--- src/nts_bridge_pkg.sv ---
// constants shared by both ends of the narrow timestamp bridge link
// assumes a single system clock with per-side clock enables
`default_nettype none
package nts_bridge_pkg;
  localparam int TS_W = 7;
  localparam int SYNC_W = 2;
  localparam int WORD_W = 8;
  localparam int FIFO_DEPTH = 16;
  localparam int WORD_RESYNC_BIT = 7;
  localparam logic [6:0] TS_IDLE = 7'h00;
  localparam logic [6:0] TS_RESYNC = 7'h7f;
  localparam logic [6:0] ACC_MAX = 7'h7e;
  localparam logic [7:0] SUM_LIMIT = 8'h7e;
  localparam logic [7:0] WORD_RESYNC = 8'h80;
  localparam logic [1:0] SYNC_RST = 2'h0;
  localparam logic [6:0] ACC_RST = 7'h00;
  localparam logic [3:0] DIV_RST = 4'h0;
  localparam logic [3:0] DIV_ONE = 4'h1;
  localparam logic [31:0] CNT_RST = 32'h0;

  typedef enum logic [3:0] {
    P_RUN = 4'b0001,
    P_DRAIN = 4'b0010,
    P_DOWN = 4'b0100,
    P_WAKE = 4'b1000
  } pwr_state_e;
endpackage
`default_nettype wire

--- src/nts_link_if.sv ---
// link between the bridge and its upstream/downstream/controller partner
// assumes both ends share sys_clk; no clocking block
`default_nettype none
interface nts_link_if;
  import nts_bridge_pkg::*;
  logic s_ce;
  logic m_ce;
  logic [TS_W-1:0] s_ts;
  logic [SYNC_W-1:0] s_sync;
  logic s_sync_valid;
  logic s_sync_ready;
  logic [TS_W-1:0] m_ts;
  logic m_ts_valid;
  logic [SYNC_W-1:0] m_sync;
  logic m_sync_valid;
  logic m_sync_ready;
  logic pwr_qreq_n;
  logic pwr_qaccept_n;
  logic clk_qreq_n;
  logic clk_qaccept_n;
  logic clk_qactive;

  modport bridge (
    input s_ce, m_ce, s_ts, s_sync, s_sync_valid, m_sync_ready, pwr_qreq_n, clk_qreq_n,
    output s_sync_ready, m_ts, m_ts_valid, m_sync, m_sync_valid, pwr_qaccept_n, clk_qaccept_n, clk_qactive
  );
  modport partner (
    output s_ce, m_ce, s_ts, s_sync, s_sync_valid, m_sync_ready, pwr_qreq_n, clk_qreq_n,
    input s_sync_ready, m_ts, m_ts_valid, m_sync, m_sync_valid, pwr_qaccept_n, clk_qaccept_n, clk_qactive
  );
endinterface
`default_nettype wire

--- src/nts_word_fifo.sv ---
// flip-flop fifo with valid/ready on both sides
// assumes one clock; full and empty come from an occupancy count
`default_nettype none
module nts_word_fifo #(
  parameter int WIDTH = 8,
  parameter int DEPTH = 16
) (
  // clock and reset
  input wire logic sys_clk_in,
  input wire logic rst_in,
  // fill side
  input wire logic in_valid_in,
  output logic in_ready_out,
  input wire logic [WIDTH-1:0] in_data_in,
  // drain side
  output logic out_valid_out,
  input wire logic out_ready_in,
  output logic [WIDTH-1:0] out_data_out
);
  localparam int AW = $clog2(DEPTH);
  localparam int CW = $clog2(DEPTH + 1);
  localparam logic [CW-1:0] FULL_CNT = CW'(DEPTH);

  logic [WIDTH-1:0] mem_ff [DEPTH];
  logic [AW-1:0] wr_ff, nxt_wr, rd_ff, nxt_rd;
  logic [CW-1:0] cnt_ff, nxt_cnt;
  logic push, pop;

  // honest flags straight from the count
  always_comb begin
    in_ready_out = (cnt_ff != FULL_CNT);
    out_valid_out = (cnt_ff != '0);
    out_data_out = mem_ff[rd_ff];
    push = in_valid_in && in_ready_out;
    pop = out_valid_out && out_ready_in;
    nxt_wr = push ? ((wr_ff == AW'(DEPTH - 1)) ? '0 : wr_ff + 1'b1) : wr_ff;
    nxt_rd = pop ? ((rd_ff == AW'(DEPTH - 1)) ? '0 : rd_ff + 1'b1) : rd_ff;
    nxt_cnt = cnt_ff + CW'(push) - CW'(pop);
  end

  always_ff @(posedge sys_clk_in or posedge rst_in) begin
    if (rst_in) begin
      wr_ff <= '0;
      rd_ff <= '0;
      cnt_ff <= '0;
    end else begin
      wr_ff <= nxt_wr;
      rd_ff <= nxt_rd;
      cnt_ff <= nxt_cnt;
    end
  end

  // storage entries, one per index; data needs no reset
  for (genvar i = 0; i < DEPTH; i++) begin : g_ent
    always_ff @(posedge sys_clk_in) begin
      if (push && (wr_ff == AW'(i))) begin
        mem_ff[i] <= in_data_in;
      end
    end
  end
endmodule
`default_nettype wire

--- src/nts_sync_bridge.sv ---
// narrow timestamp synchronous bridge: slave side in, master side out
// assumes s_ce and m_ce derive from sys_clk_in, one power domain inside
`default_nettype none
module nts_sync_bridge (
  // clock and reset
  input wire logic sys_clk_in,
  input wire logic rst_in,
  // link to partner
  nts_link_if.bridge link
);
  import nts_bridge_pkg::*;

  pwr_state_e pwr_ff, nxt_pwr;
  logic [TS_W-1:0] acc_ff, nxt_acc;
  logic pend_ff, nxt_pend;
  logic gated_ff, nxt_gated;
  logic pacc_n_ff, nxt_pacc_n;
  logic cacc_n_ff, nxt_cacc_n;
  logic qact_ff, nxt_qact;
  logic [TS_W-1:0] mts_ff, nxt_mts;
  logic mvld_ff, nxt_mvld;
  logic [SYNC_W-1:0] msync_ff, nxt_msync;
  logic msvld_ff, nxt_msvld;
  logic srdy_ff, nxt_srdy;
  logic fin_valid, fin_ready, fout_valid, fout_ready;
  logic [WORD_W-1:0] fin_data, fout_data;
  logic [7:0] sum;
  logic s_take, pwr_change;

  // timestamp words sit here between slave and master side
  nts_word_fifo #(
    .WIDTH(WORD_W),
    .DEPTH(FIFO_DEPTH)
  ) nts_word_fifo_inst (
    .sys_clk_in(sys_clk_in),
    .rst_in(rst_in),
    .in_valid_in(fin_valid),
    .in_ready_out(fin_ready),
    .in_data_in(fin_data),
    .out_valid_out(fout_valid),
    .out_ready_in(fout_ready),
    .out_data_out(fout_data)
  );

  // slave side and power channel; all slave work waits on s_ce
  always_comb begin
    nxt_pwr = pwr_ff;
    nxt_acc = acc_ff;
    nxt_pend = pend_ff;
    nxt_pacc_n = pacc_n_ff;
    fin_valid = 1'b0;
    fin_data = WORD_RESYNC;
    sum = {1'b0, acc_ff} + {1'b0, link.s_ts};
    s_take = link.s_ce && !gated_ff;
    case (pwr_ff)
      P_RUN: begin
        // a gated bridge stands still; the request is taken once the clock is back
        if (!link.pwr_qreq_n && !gated_ff) begin
          nxt_pwr = P_DRAIN;
          // steps not yet queued are dropped here; the resync on wake covers them
          nxt_acc = ACC_RST;
          nxt_pend = 1'b0;
        end else if (s_take) begin
          if (pend_ff) begin
            fin_valid = 1'b1;
            nxt_pend = !fin_ready;
          end else if (sum > SUM_LIMIT) begin
            // too far behind: give up on steps and force a resync instead
            nxt_pend = 1'b1;
            nxt_acc = ACC_RST;
          end else if (sum != 8'h00) begin
            fin_valid = 1'b1;
            fin_data = {1'b0, sum[6:0]};
            nxt_acc = fin_ready ? ACC_RST : sum[6:0];
          end
        end
      end
      P_DRAIN: begin
        // fifo keeps draining through the master side; accept once empty
        if (!fout_valid && !gated_ff) begin
          nxt_pwr = P_DOWN;
          nxt_pacc_n = 1'b0;
        end
      end
      P_DOWN: begin
        if (link.pwr_qreq_n && !gated_ff) begin
          nxt_pwr = P_WAKE;
          nxt_pacc_n = 1'b1;
          nxt_acc = ACC_RST;
        end
      end
      P_WAKE: begin
        // incoming steps are dropped until the resync word is queued
        if (s_take) begin
          fin_valid = 1'b1;
          if (fin_ready) begin
            nxt_pwr = P_RUN;
          end
        end
      end
      default: begin
        nxt_pwr = P_RUN;
        nxt_pacc_n = 1'b1;
      end
    endcase
  end

  // clock channel; gating only while no power change is pending
  always_comb begin
    pwr_change = (link.pwr_qreq_n != pacc_n_ff);
    nxt_gated = gated_ff;
    if (gated_ff) begin
      nxt_gated = !link.clk_qreq_n;
    end else if (!link.clk_qreq_n && !pwr_change && (pwr_ff == P_RUN || pwr_ff == P_DOWN)) begin
      nxt_gated = 1'b1;
    end
    nxt_cacc_n = !nxt_gated;
    // clock activity asks for the clock back only while a power change waits
    nxt_qact = nxt_gated && pwr_change;
  end

  // master side: one word per master enable, resync word maps to its code
  always_comb begin
    fout_ready = link.m_ce && !gated_ff;
    // a popped word shows for exactly one cycle; m_ts itself holds
    nxt_mvld = fout_valid && fout_ready;
    nxt_mts = mts_ff;
    if (nxt_mvld) begin
      nxt_mts = fout_data[WORD_RESYNC_BIT] ? TS_RESYNC : fout_data[TS_W-1:0];
    end
  end

  // sync channel: one-deep stage, discards everything while powered down
  always_comb begin
    nxt_msync = msync_ff;
    nxt_msvld = msvld_ff;
    if (link.m_ce && !gated_ff && link.m_sync_ready) begin
      nxt_msvld = 1'b0;
    end
    if (link.s_ce && !gated_ff && link.s_sync_valid && srdy_ff && pwr_ff == P_RUN) begin
      nxt_msync = link.s_sync;
      nxt_msvld = 1'b1;
    end
    // ready is forced high outside run so the upstream clock may stop
    nxt_srdy = (nxt_pwr != P_RUN) || !nxt_msvld;
  end

  // registers only; every next value is formed above
  always_ff @(posedge sys_clk_in or posedge rst_in) begin
    if (rst_in) begin
      pwr_ff <= P_RUN;
      acc_ff <= ACC_RST;
      pend_ff <= 1'b1;
      gated_ff <= 1'b0;
      pacc_n_ff <= 1'b1;
      cacc_n_ff <= 1'b1;
      qact_ff <= 1'b0;
      mts_ff <= TS_IDLE;
      mvld_ff <= 1'b0;
      msync_ff <= SYNC_RST;
      msvld_ff <= 1'b0;
      srdy_ff <= 1'b1;
    end else begin
      pwr_ff <= nxt_pwr;
      acc_ff <= nxt_acc;
      pend_ff <= nxt_pend;
      gated_ff <= nxt_gated;
      pacc_n_ff <= nxt_pacc_n;
      cacc_n_ff <= nxt_cacc_n;
      qact_ff <= nxt_qact;
      mts_ff <= nxt_mts;
      mvld_ff <= nxt_mvld;
      msync_ff <= nxt_msync;
      msvld_ff <= nxt_msvld;
      srdy_ff <= nxt_srdy;
    end
  end

  // all link outputs come straight from flops
  assign link.m_ts = mts_ff;
  assign link.m_ts_valid = mvld_ff;
  assign link.m_sync = msync_ff;
  assign link.m_sync_valid = msvld_ff;
  assign link.s_sync_ready = srdy_ff;
  assign link.pwr_qaccept_n = pacc_n_ff;
  assign link.clk_qaccept_n = cacc_n_ff;
  assign link.clk_qactive = qact_ff;
endmodule
`default_nettype wire

--- src/flat_wrapper.sv ---
// flat-port wrapper written by rule: the top's interface ports become plain ports
module nts_sync_bridge_flat import nts_bridge_pkg::*;
  (sys_clk_in, rst_in, link_s_ce, link_m_ce, link_s_ts, link_s_sync, link_s_sync_valid, link_m_sync_ready, link_pwr_qreq_n, link_clk_qreq_n, link_s_sync_ready, link_m_ts, link_m_ts_valid, link_m_sync, link_m_sync_valid, link_pwr_qaccept_n, link_clk_qaccept_n, link_clk_qactive);
  nts_link_if link_i ();
  input wire logic sys_clk_in;
  input wire logic rst_in;
  input wire logic [$bits(link_i.s_ce)-1:0] link_s_ce;
  input wire logic [$bits(link_i.m_ce)-1:0] link_m_ce;
  input wire logic [$bits(link_i.s_ts)-1:0] link_s_ts;
  input wire logic [$bits(link_i.s_sync)-1:0] link_s_sync;
  input wire logic [$bits(link_i.s_sync_valid)-1:0] link_s_sync_valid;
  input wire logic [$bits(link_i.m_sync_ready)-1:0] link_m_sync_ready;
  input wire logic [$bits(link_i.pwr_qreq_n)-1:0] link_pwr_qreq_n;
  input wire logic [$bits(link_i.clk_qreq_n)-1:0] link_clk_qreq_n;
  output wire logic [$bits(link_i.s_sync_ready)-1:0] link_s_sync_ready;
  output wire logic [$bits(link_i.m_ts)-1:0] link_m_ts;
  output wire logic [$bits(link_i.m_ts_valid)-1:0] link_m_ts_valid;
  output wire logic [$bits(link_i.m_sync)-1:0] link_m_sync;
  output wire logic [$bits(link_i.m_sync_valid)-1:0] link_m_sync_valid;
  output wire logic [$bits(link_i.pwr_qaccept_n)-1:0] link_pwr_qaccept_n;
  output wire logic [$bits(link_i.clk_qaccept_n)-1:0] link_clk_qaccept_n;
  output wire logic [$bits(link_i.clk_qactive)-1:0] link_clk_qactive;
  assign link_i.s_ce = link_s_ce;
  assign link_i.m_ce = link_m_ce;
  assign link_i.s_ts = link_s_ts;
  assign link_i.s_sync = link_s_sync;
  assign link_i.s_sync_valid = link_s_sync_valid;
  assign link_i.m_sync_ready = link_m_sync_ready;
  assign link_i.pwr_qreq_n = link_pwr_qreq_n;
  assign link_i.clk_qreq_n = link_clk_qreq_n;
  assign link_s_sync_ready = link_i.s_sync_ready;
  assign link_m_ts = link_i.m_ts;
  assign link_m_ts_valid = link_i.m_ts_valid;
  assign link_m_sync = link_i.m_sync;
  assign link_m_sync_valid = link_i.m_sync_valid;
  assign link_pwr_qaccept_n = link_i.pwr_qaccept_n;
  assign link_clk_qaccept_n = link_i.clk_qaccept_n;
  assign link_clk_qactive = link_i.clk_qactive;
  nts_sync_bridge u_core (.sys_clk_in(sys_clk_in), .rst_in(rst_in), .link(link_i));
endmodule
--- config.mk ---
export PLATFORM = sky130hd
export DESIGN_NAME = nts_sync_bridge_flat
export DESIGN_NICKNAME = d
export VERILOG_FILES = /design/src/nts_bridge_pkg.sv /design/src/nts_link_if.sv /design/src/nts_word_fifo.sv /design/src/nts_sync_bridge.sv /design/src/flat_wrapper.sv
export SDC_FILE = /design/constraint.sdc
export NUM_CORES = 1
export LEC_CHECK = 0
export BUFFER_PORTS_ARGS = -buffer_cell sky130_fd_sc_hd__buf_2
export CAP_MARGIN = 20
export CORE_MARGIN = 1.5
export CORE_UTILIZATION = 55
export DETAILED_ROUTE_END_ITERATION = 12
export GPL_ROUTABILITY_DRIVEN = 0
export PLACE_DENSITY = 0.77
export SLEW_MARGIN = 20
export SYNTH_ARGS = -nofsm -noshare
export SYNTH_HDL_FRONTEND = slang
export SYNTH_SLANG_ARGS = --single-unit
--- constraint.sdc ---
create_clock -name sys_clk_in -period 4.45 [get_ports sys_clk_in]
set_clock_uncertainty 0.15 [all_clocks]
set_input_delay 0 -clock sys_clk_in [delete_from_list [all_inputs] [get_ports sys_clk_in]]
set_output_delay 0 -clock sys_clk_in [all_outputs]
set_load 0.02 [all_outputs]
==> impl_metrics.yaml <==
timing:
  layout_setup_ws_ps: -79.4
  rsz0062_at_grt: "true"
  tightest_slew_ps: 1130
  slew_viol_final: 0
  min_period_ps: 4530
  finalSetupViolations: 1
  finalCritPeriodShare_pct: 102
  hold_violations: 0
  fmax_ghz: 0.221
  max_slew_margin_pct: 24.2
clock_tree:
  clockBufferDepth: 2
  clkLatencyLatePin_ps: 420
  cts_root_buffer: "clkbuf_16"
  htree_levels: 4
  numCtsBuffers: 17
  clkTransAtPathRegs_ps: 60
  cts_sinks: 169
  cts_tree: "done"
pwr:
  clockPowerShare_pct: 26.9
  pwr-share-seq_pct: 42.9
  power.density_mw_per_mm2: 603
  p_int_mw: 3.53
  p_switching_mw: 1.63
  p_comb_share_pct: 30.3
  leakagePower_nw: 3.17
  vdd_ir_drop_max_mv: 0.250
  p_sw_share_pct: 31.6
grt:
  grt_max_degree: 42
  grtUsageMet2_pct: 38.7
  grt_pass1_wl_um: 24300
  antenna_found_initial: 1
  gr-usage-met3_pct: 4.25
  grt_use_total_pct: 23.5
  overflow: 0
  grt_pass1_vias: 4449
  grt_use_met1_pct: 30.8
  grt_busiest_layer: "met2"
cells_and_area:
  final_cell_mix: "128 x edfxtp_1, 42 x nor2_1, 40 x mux4_2"
  stdcell_area_mm2: 0.00856
  syn_to_final_growth_pct: 16.7
  nFillCells: 887
  final_nets: 562
  final_util_pct: 65.2
  drive_gt1_share_pct: 27.7
  layout_commonest_cell: "edfxtp_1"
status:
  status: "finished with violations"
  violations: "setup timing"
placement:
  post-dp-hpwl_um: 9640
  placed_area_mm2: 0.00778
  io_buffers: 31
floorplan:
  start_util_pct: 55.9
  core-area_mm2: 0.0131
  row_count: 42
  die_area_mm2: 0.0140
  io_pins: 32
  die-height_um: 119
  die_w_um: 119
worst_setup_path:
  endpoint_kind: "register"
  cp-start-kind: "register"
  required_ps: 4600
  reg2reg_depth: 19
  worstSetupPathType: "register to register"
  critPathMaxFanout: 3
  cp_data_arrival_time_ps: 4680
logic_synthesis:
  synthFlopType: "edfxtp_1"
  ys_ff_latch: 169
  ys_seq_area_share_pct: 66.4
  ys_types: 51
  mappedNetlistNets: 500
  synthArstFlopShare_pct: 24.3
  ys_warn_count: 0
  synthCells: 463
  synthesis.area_mm2: 0.00734
  synth_edf_count: 128
  synth_area_per_cell_um2: 15.9
flow_run:
  maxCapViolCount: 0
route:
  dr.pass1.iters: 5
  drt_iter0_drc: 541
  drc_errors: 0
  drt_wl_total_um: 15900
  via_per_inst: 6.11
  wl_per_cell_um: 22.2
  dr_total_vias: 4371
  ant_nets: 0
min_path:
  whs_path_depth: 4
  min_path_type: "primary input to register"
cells in the mapped netlist (all sizes together), types with 6 or more instances:
cell type / count / area (um2)
a21oi: 18 / 90.1
ha: 18 / 225
edfxtp: 128 / 3840
nand2: 21 / 78.8
dfrtp: 36 / 901
mux4: 40 / 901
clkbuf: 15 / 56.3
inv: 20 / 75.1
o21ai: 16 / 80.1
nand3: 8 / 40.0
xnor2: 6 / 52.6
and3: 12 / 75.1
nor2: 42 / 158
flip-flops by register name (all words and copies together), names as in the netlist:
name / cells
u_core.acc_ff: 7
u_core.link.m_ts: 7
u_core.pend_ff: 1
u_core.gated_ff: 1
u_core.link.m_sync: 2
u_core.nts_word_fifo_inst.wr_ff: 4
u_core.link.clk_qactive: 1
u_core.link.m_ts_valid: 1
u_core.link.clk_qaccept_n: 1
u_core.nts_word_fifo_inst.rd_ff: 4
u_core.link.m_sync_valid: 1
u_core.pwr_ff: 4
u_core.link.s_sync_ready: 1
u_core.nts_word_fifo_inst.cnt_ff: 5
u_core.nts_word_fifo_inst.mem_ff: 128
u_core.link.pwr_qaccept_n: 1
kinds of logic after synthesis:
group | count (synthesis) | synth area share, %
flip-flops | 169 | 66.4
AND/OR/NAND/NOR | 118 | 8.20
AO/OA/AOI/OAI | 65 | 5.80
multiplexers | 44 | 12.9
buffers and inverters | 39 | 2.11
adder cells (fa/ha/maj) | 20 | 3.61
XOR/XNOR | 8 | 0.955
worst max-delay path, cell delays in order (launching register included):
cell,delay [ps]
dfrtp_1,410
ha_4,180
fa_2,410
a211o_4,390
a2111oi_4,350
nand4_1,120
or4_4,550
a311o_1,400
and2_4,190
inv_4,60
ha_4,190
inv_2,60
ha_4,130
inv_2,40
fa_2,370
inv_2,70
a21oi_2,40
nor2_1,120
nor2_1,80
xnor2_1,120
metal layers:
layer,vias to the layer above,part of all wire (%)
li1,1920,-
met1,2261,41
met2,160,52
met3,30,4.1
met4,0,2.5
met5,-,0
stage by stage:
stage	total power [mW]	setup slack (ps)	cells	TNS [ps]	hold slack, ps
after CTS	5.09	2.23	711	0	5.15
after floorplan	3.25	5.64	463	0	-25.8
after detailed placement	3.68	-6.36	666	-6.36	11.8
after global routing	5.40	-182	715	-182	90.5
final	5.16	-79.4	715	-79.4	47.9
after global placement	3.61	52.5	666	0	0.963
final cells by class:
class                   count  area [um2]  area share (%)
clock inverters             9        75.1           0.877
inverters                  20        77.6           0.906
clock buffers              23         478            5.58
repair buffers             62         420            4.91
flip-flops and latches    169        4880            57.0
well taps                 176         220            2.57
diodes                      1        2.50          0.0292
multi-input cells         255        2410            28.1
power by group through the flow:
stage,registers [mW],logic [mW],clock network [mW]
after floorplan,2.09,1.16,0
after global placement,2.23,1.38,0
after detailed placement,2.24,1.44,0
after CTS,2.21,1.49,1.40
after global routing,2.25,1.69,1.46
final,2.21,1.56,1.39
worst paths after layout:
| path | startpoint | endpoint | slack (ps) |
|---|---|---|---|
| max in group asynchronous | rst_in | u_core.nts_word_fifo_inst.rd_ff[1]$_DFFE_PP0P_ | 3570 |
| hold reg to reg | u_core.acc_ff[4]$_DFFE_PP0P_ | u_core.acc_ff[4]$_DFFE_PP0P_ | 350 |
| setup / recovery | u_core.acc_ff[0]$_DFFE_PP0P_ | u_core.nts_word_fifo_inst.cnt_ff[4]$_DFF_PP0_ | -80 |
| setup reg to reg | u_core.acc_ff[0]$_DFFE_PP0P_ | u_core.nts_word_fifo_inst.cnt_ff[4]$_DFF_PP0_ | -80 |
| min in group asynchronous | rst_in | u_core.link.clk_qactive$_DFF_PP0_ | 170 |
| hold / removal | link_s_ts[1] | u_core.acc_ff[1]$_DFFE_PP0P_ | 50 |
what timing repair did:
action                     CTS  global route
setup endpoints to repair    1             3
pin swaps                    1            15
hold buffers                13             0
resized for setup            0            17
buffers inserted             0             3
hold endpoints to repair    53             0
No activity file was read; power rests on OpenSTA's default activity.
